===== src/core/bpdc_pkg.sv =====
/*
  Package for the burst power-down controller: control bit positions,
  reset values, drain timing figures and the sequencer state type.
  Assumes nothing of its surroundings.
*/
package bpdc_pkg;

  // Control word positions (register 01h) for the two power-down bits.
  localparam int unsigned AUTO_PD_BIT   = 2;
  localparam int unsigned FULL_SLEEP_BIT = 3;

  // Reset values of the latched control bits.
  localparam logic AUTO_PD_RST    = 1'b0;
  localparam logic FULL_SLEEP_RST = 1'b0;

  // Chain latency: base pipeline depth in system clocks plus a per-rate term.
  localparam int unsigned CHAIN_BASE_CYC = 32;
  localparam int unsigned CHAIN_TAP_CYC  = 16;
  localparam int unsigned RATE_W         = 6;
  localparam int unsigned CNT_W          = 12;

  // Sequencer states.
  typedef enum logic [2:0] {
    BPDC_RUN,
    BPDC_DRAIN,
    BPDC_GATED,
    BPDC_CLEAR,
    BPDC_SLEEP
  } bpdc_state_t;

endpackage


===== src/core/bpdc_timer_if.sv =====
/*
  Interface between the sequencer and its drain/clear timer.
  Assumes both ends run on the same system clock.
*/
`timescale 1ns/1ps
`default_nettype none
interface bpdc_timer_if;
  import bpdc_pkg::*;
  logic             load;
  logic [CNT_W-1:0] length;
  logic             done;
  modport ctrl (output load, output length, input done);
  modport tmr  (input load, input length, output done);
endinterface
`default_nettype wire


===== src/core/bpdc_timer.sv =====
/*
  Down-counting timer. A load pulse starts a count of the given length;
  done is a one-cycle pulse when the count expires.
  Assumes load is synchronous to clk_sys.
*/
`timescale 1ns/1ps
`default_nettype none
module bpdc_timer
  import bpdc_pkg::*;
(
  // Clock and reset.
  input  wire logic clk_sys,
  input  wire logic rst_b,
  // Link to the sequencer.
  bpdc_timer_if.tmr tmrIf
);

  typedef struct packed {
    logic [CNT_W-1:0] count;
    logic             busy;
    logic             done;
  } bpdc_tmr_t;

  bpdc_tmr_t tmr_ff;
  bpdc_tmr_t nxt_tmr;

  // A fresh load restarts the count even while one is running.
  always_comb begin
    nxt_tmr      = tmr_ff;
    nxt_tmr.done = 1'b0;
    if (tmrIf.load) begin
      nxt_tmr.count = tmrIf.length;
      nxt_tmr.busy  = 1'b1;
    end else if (tmr_ff.busy) begin
      if (tmr_ff.count <= CNT_W'(1)) begin
        nxt_tmr.busy = 1'b0;
        nxt_tmr.done = 1'b1;
      end else begin
        nxt_tmr.count = tmr_ff.count - 1'b1;
      end
    end
  end

  // State register.
  always_ff @(posedge clk_sys or negedge rst_b) begin
    if (!rst_b) begin
      tmr_ff <= '0;
    end else begin
      tmr_ff <= nxt_tmr;
    end
  end

  assign tmrIf.done = tmr_ff.done;

endmodule
`default_nettype wire


===== src/core/burst_power_down_control.sv =====
/*
  Burst power-down sequencer of a quadrature upconverter. Drains the chain
  after each burst, gates the chain clocks, restarts them on a new burst,
  and runs the clear-then-sleep sequence for full sleep.
  Assumes the control word and rate come from a same-clock register file;
  the framing pin is asynchronous and is synchronised here.
*/
`timescale 1ns/1ps
`default_nettype none
module burst_power_down_control
  import bpdc_pkg::*;
#(
  parameter int unsigned CTRL_W = 8
)(
  // Clock and reset.
  input  wire logic              clk_sys,
  input  wire logic              rst_b,
  // Host framing pin, asynchronous.
  input  wire logic              tx_burst_frame,
  // Control word 01h and interpolation rate from the register file.
  input  wire logic [CTRL_W-1:0] ctrlWord,
  input  wire logic [RATE_W-1:0] interpRate,
  // Clear routine trigger from the register file.
  input  wire logic              clearReq,
  // Outputs to the chain and the rest of the device.
  output var  logic              chainClkEn,
  output var  logic              syncClkEn,
  output var  logic              analogEn,
  output var  logic              sampleZero,
  output var  logic              filterHold,
  output var  logic              clearDone,
  output var  logic              sleeping
);

  typedef struct packed {
    logic        frmMeta;
    logic        frmSync;
    logic        frmPrev;
    bpdc_state_t state;
    logic        sleepAfter;
    logic        chainClkEn;
    logic        analogEn;
    logic        sampleZero;
    logic        filterHold;
    logic        clearDone;
    logic        sleeping;
  } bpdc_seq_t;

  bpdc_seq_t seq_ff;
  bpdc_seq_t nxt_seq;
  logic      frameRise;
  logic      frameFall;
  logic      autoEn;
  logic      sleepEn;
  logic [CNT_W-1:0] drainLen;

  bpdc_timer_if tIf ();

  bpdc_timer u_timer (
    .clk_sys (clk_sys),
    .rst_b   (rst_b),
    .tmrIf   (tIf.tmr)
  );

  // Edge detection reads only the second synchroniser stage.
  assign frameRise = seq_ff.frmSync & ~seq_ff.frmPrev;
  assign frameFall = ~seq_ff.frmSync & seq_ff.frmPrev;
  assign autoEn    = ctrlWord[AUTO_PD_BIT];
  assign sleepEn   = ctrlWord[FULL_SLEEP_BIT];
  // Longer interpolation slows the early filters, so latency grows per rate step.
  // The largest rate code gives 1040 cycles, well inside the 12-bit counter.
  assign drainLen  = CNT_W'(CHAIN_BASE_CYC + CHAIN_TAP_CYC * interpRate);

  // Sequencer next state. Register contents live outside and are never touched here.
  always_comb begin
    nxt_seq         = seq_ff;
    nxt_seq.frmMeta = tx_burst_frame;
    nxt_seq.frmSync = seq_ff.frmMeta;
    nxt_seq.frmPrev = seq_ff.frmSync;
    nxt_seq.clearDone = 1'b0;
    tIf.load   = 1'b0;
    tIf.length = drainLen;
    case (seq_ff.state)
      BPDC_RUN: begin
        if (sleepEn || clearReq) begin
          nxt_seq.sleepAfter = sleepEn;
          nxt_seq.state      = BPDC_CLEAR;
          tIf.load           = 1'b1;
        end else if (autoEn && frameFall) begin
          nxt_seq.state = BPDC_DRAIN;
          tIf.load      = 1'b1;
        end
      end
      BPDC_DRAIN: begin
        if (sleepEn) begin
          nxt_seq.sleepAfter = 1'b1;
          nxt_seq.state      = BPDC_CLEAR;
          tIf.load           = 1'b1;
        end else if (frameRise || !autoEn) begin
          // A new burst beats the timer; the clocks never stopped, so there is no restart cost.
          nxt_seq.state = BPDC_RUN;
        end else if (tIf.done) begin
          nxt_seq.state = BPDC_GATED;
        end
      end
      BPDC_GATED: begin
        if (sleepEn) begin
          // Sleep from here still clears first; the timer is reloaded for the clear.
          nxt_seq.sleepAfter = 1'b1;
          nxt_seq.state      = BPDC_CLEAR;
          tIf.load           = 1'b1;
        end else if (seq_ff.frmSync || !autoEn) begin
          nxt_seq.state = BPDC_RUN;
        end
      end
      BPDC_CLEAR: begin
        if (tIf.done) begin
          nxt_seq.clearDone = 1'b1;
          nxt_seq.state     = seq_ff.sleepAfter ? BPDC_SLEEP : BPDC_RUN;
        end
      end
      BPDC_SLEEP: begin
        // Host must then wait for lock before framing again.
        // Analog sections and the sync clock are off; the register file keeps its words, so nothing needs reprogramming.
        if (!sleepEn) begin
          nxt_seq.state      = BPDC_RUN;
          nxt_seq.sleepAfter = 1'b0;
        end
      end
      default: nxt_seq.state = BPDC_RUN;
    endcase
    // Outputs are computed from the next state so they leave flip-flops aligned.
    nxt_seq.chainClkEn = (nxt_seq.state == BPDC_RUN) || (nxt_seq.state == BPDC_DRAIN)
                         || (nxt_seq.state == BPDC_CLEAR);
    nxt_seq.sampleZero = (nxt_seq.state == BPDC_CLEAR);
    nxt_seq.filterHold = (nxt_seq.state == BPDC_CLEAR);
    nxt_seq.sleeping   = (nxt_seq.state == BPDC_SLEEP);
    nxt_seq.analogEn   = (nxt_seq.state != BPDC_SLEEP);
  end

  // State register; everything resets to the running state.
  always_ff @(posedge clk_sys or negedge rst_b) begin
    if (!rst_b) begin
      seq_ff            <= '0;
      seq_ff.state      <= BPDC_RUN;
      seq_ff.chainClkEn <= 1'b1;
      seq_ff.analogEn   <= 1'b1;
    end else begin
      seq_ff <= nxt_seq;
    end
  end

  // Sync clock runs always except in full sleep; gating only hits the chain.
  assign syncClkEn  = seq_ff.analogEn;
  assign chainClkEn = seq_ff.chainClkEn;
  assign analogEn   = seq_ff.analogEn;
  assign sampleZero = seq_ff.sampleZero;
  assign filterHold = seq_ff.filterHold;
  assign clearDone  = seq_ff.clearDone;
  assign sleeping   = seq_ff.sleeping;

  // Checks.
  gate_after_drain_a: assert property (@(posedge clk_sys) disable iff (!rst_b)
    $fell(chainClkEn) && !sleeping |-> $past(seq_ff.state) == BPDC_DRAIN)
    else $error("Chain clock gated without drain.");
  sync_kept_a: assert property (@(posedge clk_sys) disable iff (!rst_b)
    seq_ff.state == BPDC_GATED |-> syncClkEn && analogEn)
    else $error("Sync clock stopped during auto power-down.");
  restart_fast_a: assert property (@(posedge clk_sys) disable iff (!rst_b)
    seq_ff.state == BPDC_GATED && seq_ff.frmSync && !sleepEn |=> chainClkEn)
    else $error("Chain clock not restarted on frame.");
  auto_off_a: assert property (@(posedge clk_sys) disable iff (!rst_b)
    !autoEn && !sleepEn && seq_ff.state == BPDC_RUN |=> seq_ff.state != BPDC_DRAIN)
    else $error("Drain entered with auto power-down disabled.");
  sleep_analog_a: assert property (@(posedge clk_sys) disable iff (!rst_b)
    sleeping |-> !analogEn && !chainClkEn)
    else $error("Sleep with sections powered.");
  clear_first_a: assert property (@(posedge clk_sys) disable iff (!rst_b)
    $rose(sleeping) |-> $past(seq_ff.state) == BPDC_CLEAR)
    else $error("Sleep entered without clear.");
  clear_zero_a: assert property (@(posedge clk_sys) disable iff (!rst_b)
    seq_ff.state == BPDC_CLEAR |-> sampleZero && filterHold && chainClkEn)
    else $error("Clear without zeroing and filter hold.");
  drain_len_a: assert property (@(posedge clk_sys) disable iff (!rst_b)
    seq_ff.state == BPDC_RUN && autoEn && !sleepEn && !clearReq && frameFall
    |=> (seq_ff.state == BPDC_DRAIN) [*2])
    else $error("Drain ended too early.");

  drain_cut_a: assert property (@(posedge clk_sys) disable iff (!rst_b)
    seq_ff.state == BPDC_DRAIN && frameRise && !sleepEn |=> seq_ff.state == BPDC_RUN && chainClkEn)
    else $error("New burst did not cut the drain.");
  auto_drop_a: assert property (@(posedge clk_sys) disable iff (!rst_b)
    (seq_ff.state == BPDC_DRAIN || seq_ff.state == BPDC_GATED) && !autoEn && !sleepEn
    |=> seq_ff.state == BPDC_RUN && chainClkEn)
    else $error("Auto power-down kept after its bit cleared.");
  gated_sleep_a: assert property (@(posedge clk_sys) disable iff (!rst_b)
    seq_ff.state == BPDC_GATED && sleepEn |=> seq_ff.state == BPDC_CLEAR && chainClkEn && sampleZero)
    else $error("Sleep from gated state skipped the clear.");
  sleep_hold_a: assert property (@(posedge clk_sys) disable iff (!rst_b)
    seq_ff.state == BPDC_SLEEP && sleepEn |=> sleeping && $stable(seq_ff.sleepAfter))
    else $error("Sleep left while the sleep bit is set.");
  wake_up_a: assert property (@(posedge clk_sys) disable iff (!rst_b)
    seq_ff.state == BPDC_SLEEP && !sleepEn |=> analogEn && syncClkEn && !sleeping)
    else $error("No wake after the sleep bit cleared.");
  clear_pulse_a: assert property (@(posedge clk_sys) disable iff (!rst_b)
    clearDone |-> $past(seq_ff.state) == BPDC_CLEAR ##1 !clearDone)
    else $error("Clear completion not a single pulse.");

  // Covers: gating, restart, sleep, a stand-alone clear and a drain cut short by a burst.
  drain_seen_c:   cover property (@(posedge clk_sys) seq_ff.state == BPDC_GATED);
  restart_seen_c: cover property (@(posedge clk_sys) $rose(chainClkEn) && !sleeping);
  sleep_seen_c:   cover property (@(posedge clk_sys) $rose(sleeping));
  clear_seen_c:   cover property (@(posedge clk_sys) clearDone && !seq_ff.sleepAfter);
  abort_seen_c:   cover property (@(posedge clk_sys) seq_ff.state == BPDC_DRAIN && frameRise);

endmodule
`default_nettype wire


===== config.mk =====
export PLATFORM = sky130hd
export DESIGN_NAME = burst_power_down_control
export DESIGN_NICKNAME = d
export VERILOG_FILES = /design/src/core/bpdc_pkg.sv /design/src/core/bpdc_timer_if.sv /design/src/core/bpdc_timer.sv /design/src/core/burst_power_down_control.sv
export SDC_FILE = /design/constraint.sdc
export NUM_CORES = 1
export LEC_CHECK = 0
export BUFFER_PORTS_ARGS = -buffer_cell sky130_fd_sc_hd__buf_2
export CAP_MARGIN = 10
export CORE_ASPECT_RATIO = 0.8
export CORE_MARGIN = 2
export CORE_UTILIZATION = 47
export DETAILED_ROUTE_END_ITERATION = 10
export PLACE_DENSITY = 0.71
export SLEW_MARGIN = 5
export SYNTH_ARGS = -nofsm -noshare
export SYNTH_HDL_FRONTEND = slang
export SYNTH_SLANG_ARGS = --single-unit

===== constraint.sdc =====
create_clock -name clk_sys -period 2.3 [get_ports clk_sys]
set_clock_uncertainty 0.05 [all_clocks]
set_input_delay 0.115 -clock clk_sys [delete_from_list [all_inputs] [get_ports clk_sys]]
set_output_delay 0.115 -clock clk_sys [all_outputs]
set_load 0.02 [all_outputs]

After elaboration in Yosys (flattened, before gate mapping)
Index checks and enable logic that the tools add are counted.
{ "totals": {"ff_bits": 26, "wordCells": 71, "out_inout_bits": 7} }
{ "classes": {"n_lt_le_gt_ge": 1, "n_reduce_logical": 14, "n_addsub": 2, "eq_ne": 12, "muxes": 25, "n_bitwise": 4} }
{ "op_table": {"columns": ["op", "n"], "rows": [
  ["$mux 3", 9],
  ["$pmux 3 s5", 1],
  ["$mux 14", 1],
  ["$mux 13", 1],
  ["$le 12x1->1 const B", 1],
  ["$mux 12", 1],
  ["$sub 12x1->12 const B", 1],
  ["$add 6x10->11 const A", 1],
  ["$eq 3x2->1 const B", 3],
  ["$mux 1", 8],
  ["$eq 3x1->1 const B", 2],
  ["$eq 3x3->1 const B", 2],
  ["$logic_not 3->1", 2],
  ["$ne 2x2->1 const B", 3],
  ["$logic_or 1x1->1", 5],
  ["$mux 4", 1],
  ["$reduce_and 4->1", 1],
  ["$ne 3x3->1 const B", 1],
  ["$pmux 1 s3", 1],
  ["$reduce_bool 3->1", 1],
  ["$and 1x1->1", 2],
  ["$mux 2", 1],
  ["$ne 2x1->1 const B", 1],
  ["$not 1->1", 2],
  ["other kinds (6)", 6]
]} }

Depth between registers and ports, before layout
{ "logic_depth": {"ltp_word": 9, "depth_mapped": 6} }

By module
From an unflattened synthesis, not the netlist that was laid out.
{ "unflattened": {"hier_cells": 160, "area_unflattened_um2": 1514.0} }
{ "by_module_without_submodules": {"columns": ["module", "n_inst", "area_per_inst_um2", "cells_each"], "rows": [
  ["bpdc_timer", 1, 908.4, 100],
  ["burst_power_down_control", 1, 605.6, 60]
]} }

Worst setup path before layout
Ideal clock, no wire load.
{ "synth_timing": {"path_kind": "reg-to-reg", "from": "reg u_timer.tmr_ff[9] in the netlist's numbering", "to": "reg u_timer.tmr_ff[7] in the netlist's numbering", "t_arrival_ps": 1834, "synth_period_minus_slack_ps": 2016, "path_slack_ps": 284, "stages_incl_launch_ff": 6, "required_ps": 2119, "setup_time_ps": 131, "n_path_buf": 1, "cell_sequence": "dfrtp_1 or4_4 buf_6 or4_4 a32oi_1 mux2i_1"} }
{ "synth_via": {"elab_chain_len": 3} }
{ "synth_lines": {"columns": ["item", "line", "source"], "rows": [
  ["from (decl)", "bpdc_timer.sv:24", "bpdc_tmr_t tmr_ff;"],
  ["from (signal assigned)", "bpdc_timer.sv:49", "tmr_ff <= nxt_tmr;"],
  ["$le 12x1->1", "bpdc_timer.sv:35", "if (tmr_ff.count <= CNT_W'(1)) begin"],
  ["$ne 2x2->1 (no source line)", null, null],
  ["$reduce_and 2->1 (no source line)", null, null]
]} }
Every way passes these cells.
A chain may end at the register's enable or synchronous reset.

Worst setup path after layout
Ends and elaborated chain as after synthesis.

==> reports/metrics.csv <==
stage,metric,value,unit
cells_and_area,P&R area growth vs syn,13.2,%
yosys,yosys warns,0,
power,VDD IR max,0.633,mV
sta,Finish-stage setup viols,0,
yosys,syn_area_per_cell,10.5,sq um
detailed_routing,met1 wire length,1.50,mm
yosys,flop and latch count out of synthesis,26,
yosys,Post-Synth Simple-Gate Area,22.4,%
detailed_routing,Via density,5.95,
setup_path,"critical path fanouts, max",10,
power,Comb power frac,42.6,%
detailed_routing,met3 wire len,160,microns
yosys,Synth Area in XOR/XNOR,3.10,%
clock_tree,Sink Count,26,
clock_tree,CTS Buf Count,3,
detailed_routing,met2 wire len,1.25,mm
yosys,Synth top area share,42.6,%
floorplanning,Core Footprint,2810,sq um
setup_path,CP most frequent cell,or4_4,
setup_path,CP Launch Type,register,
yosys,number of enable flip-flop cells after synthesis,0,
floorplanning,Die W,65.3,microns
power,cell internal pwr,1.07,mW
yosys,Synth Instances,134,
yosys,main combinational cell family by area after synthesis,simple AND/OR/NAND/NOR gates,
floorplanning,Die H,53.0,microns
place,DP Wirelength,2.11,mm
yosys,syn_nets,155,
clock_tree,Worst-Skew Late Latency,0.27,ns
detailed_routing,TritonRoute pass-1 iters,4,
power,Switch Pwr,742,uW
setup_path,Slowest Stage Delay on Critical Path,0.62,ns
sta,RSZ-0062 raised after global routing,no,
global_routing,first-pass GRT wire length,4.91,mm
yosys,area of the mapped netlist,1410,sq um
power,sw frac,40.9,%
global_routing,antenna violations before repair,0,
yosys,post-synth cell types,49,
yosys,"area leader, netlist",dfrtp_1,
sta,setup TNS,0,ns
setup_path,cell-by-cell trace of the critical path,"or4_4, or4_4, a32oi_1, mux2i_1",
yosys,Adder-Cell Fraction of Synth Area,2.66,%
cells_and_area,antenna diode count,0,
clock_tree,maximum buffer depth of the clock tree,2,
sta,period utilization,91.6,%
detailed_routing,DR vias,1142,
detailed_routing,DR iter-0 viols,91,
yosys,sequential-to-total area share from yosys stat,46.3,%
clock_tree,clock root cell,clkbuf_8,
global_routing,largest net degree at the start of global routing,27,
sta,endpoints failing hold,0,
run_status,status,"finished, final reports clean",
hold_path,worst min path class,input pin to register,
setup_path,CP bufs+invs,0,
setup_path,CP max-delay cell,or4_4,
yosys,top_reg_cell synth,dfrtp_1,
setup_path,CP endpoint kind,register,
sta,Least-Margin Pin Slew,0.605,ns
global_routing,gr usage total,19.2,%
yosys,Async SR Flop Fraction,100,%
yosys,most numerous cell in the Yosys netlist,dfrtp_1,
cells_and_area,fin cells,192,
floorplanning,I/O Pins,25,
power,pwr dens,1140,nW/um^2
detailed_routing,highest metal used,met4,
global_routing,GRT Residual Overflow,0,
setup_path,top cell family by delay on the critical path,simple AND/OR/NAND/NOR gates,
sta,Final Max Slew Viols,0,
floorplanning,die area,3460,sq um
sta,Peak Freq,475,MHz
power,Flop pwr share,41.2,%
setup_path,crit path kind,register to register,
place,dpl cells,186,
yosys,Synth Area in Compound Gates,19.0,%
power,Lkg Pwr,0.666,nW
clock_tree,CTS tree,yes,
clock_tree,H-tree depth,1,
flow_run,Max Cap Viol,0,
detailed_routing,Final ANT Viol Nets,0,
sta,Slew HR,59.2,%
cells_and_area,nets,176,
setup_path,Critical Path AT,2.20,ns
power,clock share of power,16.2,%
detailed_routing,DRC Markers,0,
global_routing,vias in the first global route,1013,
place,gpl congestion,0.884,
place,IO Port Bufs,18,
yosys,mux share of post-synthesis cell area,2.84,%
setup_path,Crit path required time,2.39,ns
clock_tree,"Reg clk slew, reported paths",0.09,ns
detailed_routing,drt total wl,2.93,mm
floorplanning,starting density of the core,50.3,%
yosys,synth cell count leaders,"dfrtp_1 (24), a21oi_1 (8), nand2_1 (7)",
cells_and_area,layout cells sized above 1,20.8,%
sta,min Tclk post-route,2.11,ns
floorplanning,number of core rows,17,
yosys,synth top area cells,"dfrtp_1 (43%), dfstp_2 (3.7%), a21oi_1 (2.8%)",
detailed_routing,post-DR wirelength/cell,15.3,microns
power by group through the flow:
stage / combinational (mW) / sequential, mW / clock, mW
after detailed placement: 0.758 / 0.752 / 0
after global placement: 0.740 / 0.743 / 0
after floorplan: 0.604 / 0.724 / 0
after CTS: 0.764 / 0.745 / 0.302
final: 0.773 / 0.749 / 0.293
after global routing: 0.860 / 0.775 / 0.326
per-layer routing:
layer,track usage [%],vias to the layer above
met5,0,-
met2,28.6,29
met1,27.4,558
met3,5.96,5
met4,4.17,0
li1,-,550
cell type report:
class | instances | area, sq um
sequential | 26 | 653
clock buffer | 4 | 55.1
tap | 38 | 47.5
fill | 261 | 1210
timing repair buffer | 21 | 118
multi-input combinational | 98 | 706
inverter | 5 | 18.8
cells in the final DEF (no fill, tap or decap), types with 3 or more instances in the layout:
cell,count
nor2_1,6
a31oi_1,3
mux2i_1,4
ha_1,3
or3_1,6
buf_2,18
or4_4,3
a21oi_1,8
nor2b_1,4
xnor2_1,3
nand2_1,7
dfrtp_1,24
clkbuf_8,4
inv_1,5
o21ai_0,4
o311ai_0,4
flip-flops by register name, summed over array words and instances, names as in the netlist:
signal / cells
filterHold: 1
seq_ff: 5
chainClkEn: 1
u_timer.tmrIf.done: 1
sleeping: 1
u_timer.tmr_ff: 13
analogEn: 1
clearDone: 1
nxt_seq: 2
worst paths after layout:
path / to / start / cells after the start / slack (ns)
worst max-delay path: u_timer.tmr_ff[7] / u_timer.tmr_ff[9] / 4 / 0.19
worst min-delay path: u_timer.tmr_ff[7] / interpRate[1] / 2 / 0.005
worst max register to register: u_timer.tmr_ff[7] / u_timer.tmr_ff[9] / 4 / 0.19
worst min register to register: nxt_seq[10] / nxt_seq[11] / 0 / 0.30
max in group asynchronous: u_timer.tmr_ff[3] / rst_b / 2 / 1.48
min in group asynchronous: seq_ff[7] / rst_b / 2 / 0.32
cell families (layout without fill, tap and decap cells):
group,after synthesis,count (layout)
simple gates,49,49
compound gates,37,37
flops,26,26
buf+inv,10,30
xor+xnor,5,5
mux,4,4
fa+ha+maj,3,3
repair_timing:
action	in CTS	in global routing
hold buffers	2	0
endpoints found under the hold margin	25	0
buffers inserted	0	0
gates resized for setup	0	0
metrics by stage:
| stage | area (sq um) | hold slack (ns) | util, % | worst slack, ns | total power [mW] |
|---|---|---|---|---|---|
| after floorplan | 1410 | -0.231 | - | 0.284 | 1.33 |
| after global routing | 1600 | 0.0144 | 56.9 | 0.118 | 1.96 |
| after CTS | 1600 | 0.0106 | 56.9 | 0.198 | 1.81 |
| final | 1600 | 0.00542 | 56.9 | 0.194 | 1.82 |
| after global placement | 1520 | 0.0939 | 54.2 | 0.253 | 1.48 |
| after detailed placement | 1520 | 0.0998 | 54.2 | 0.224 | 1.51 |
(Power assumes the default switching activity.)
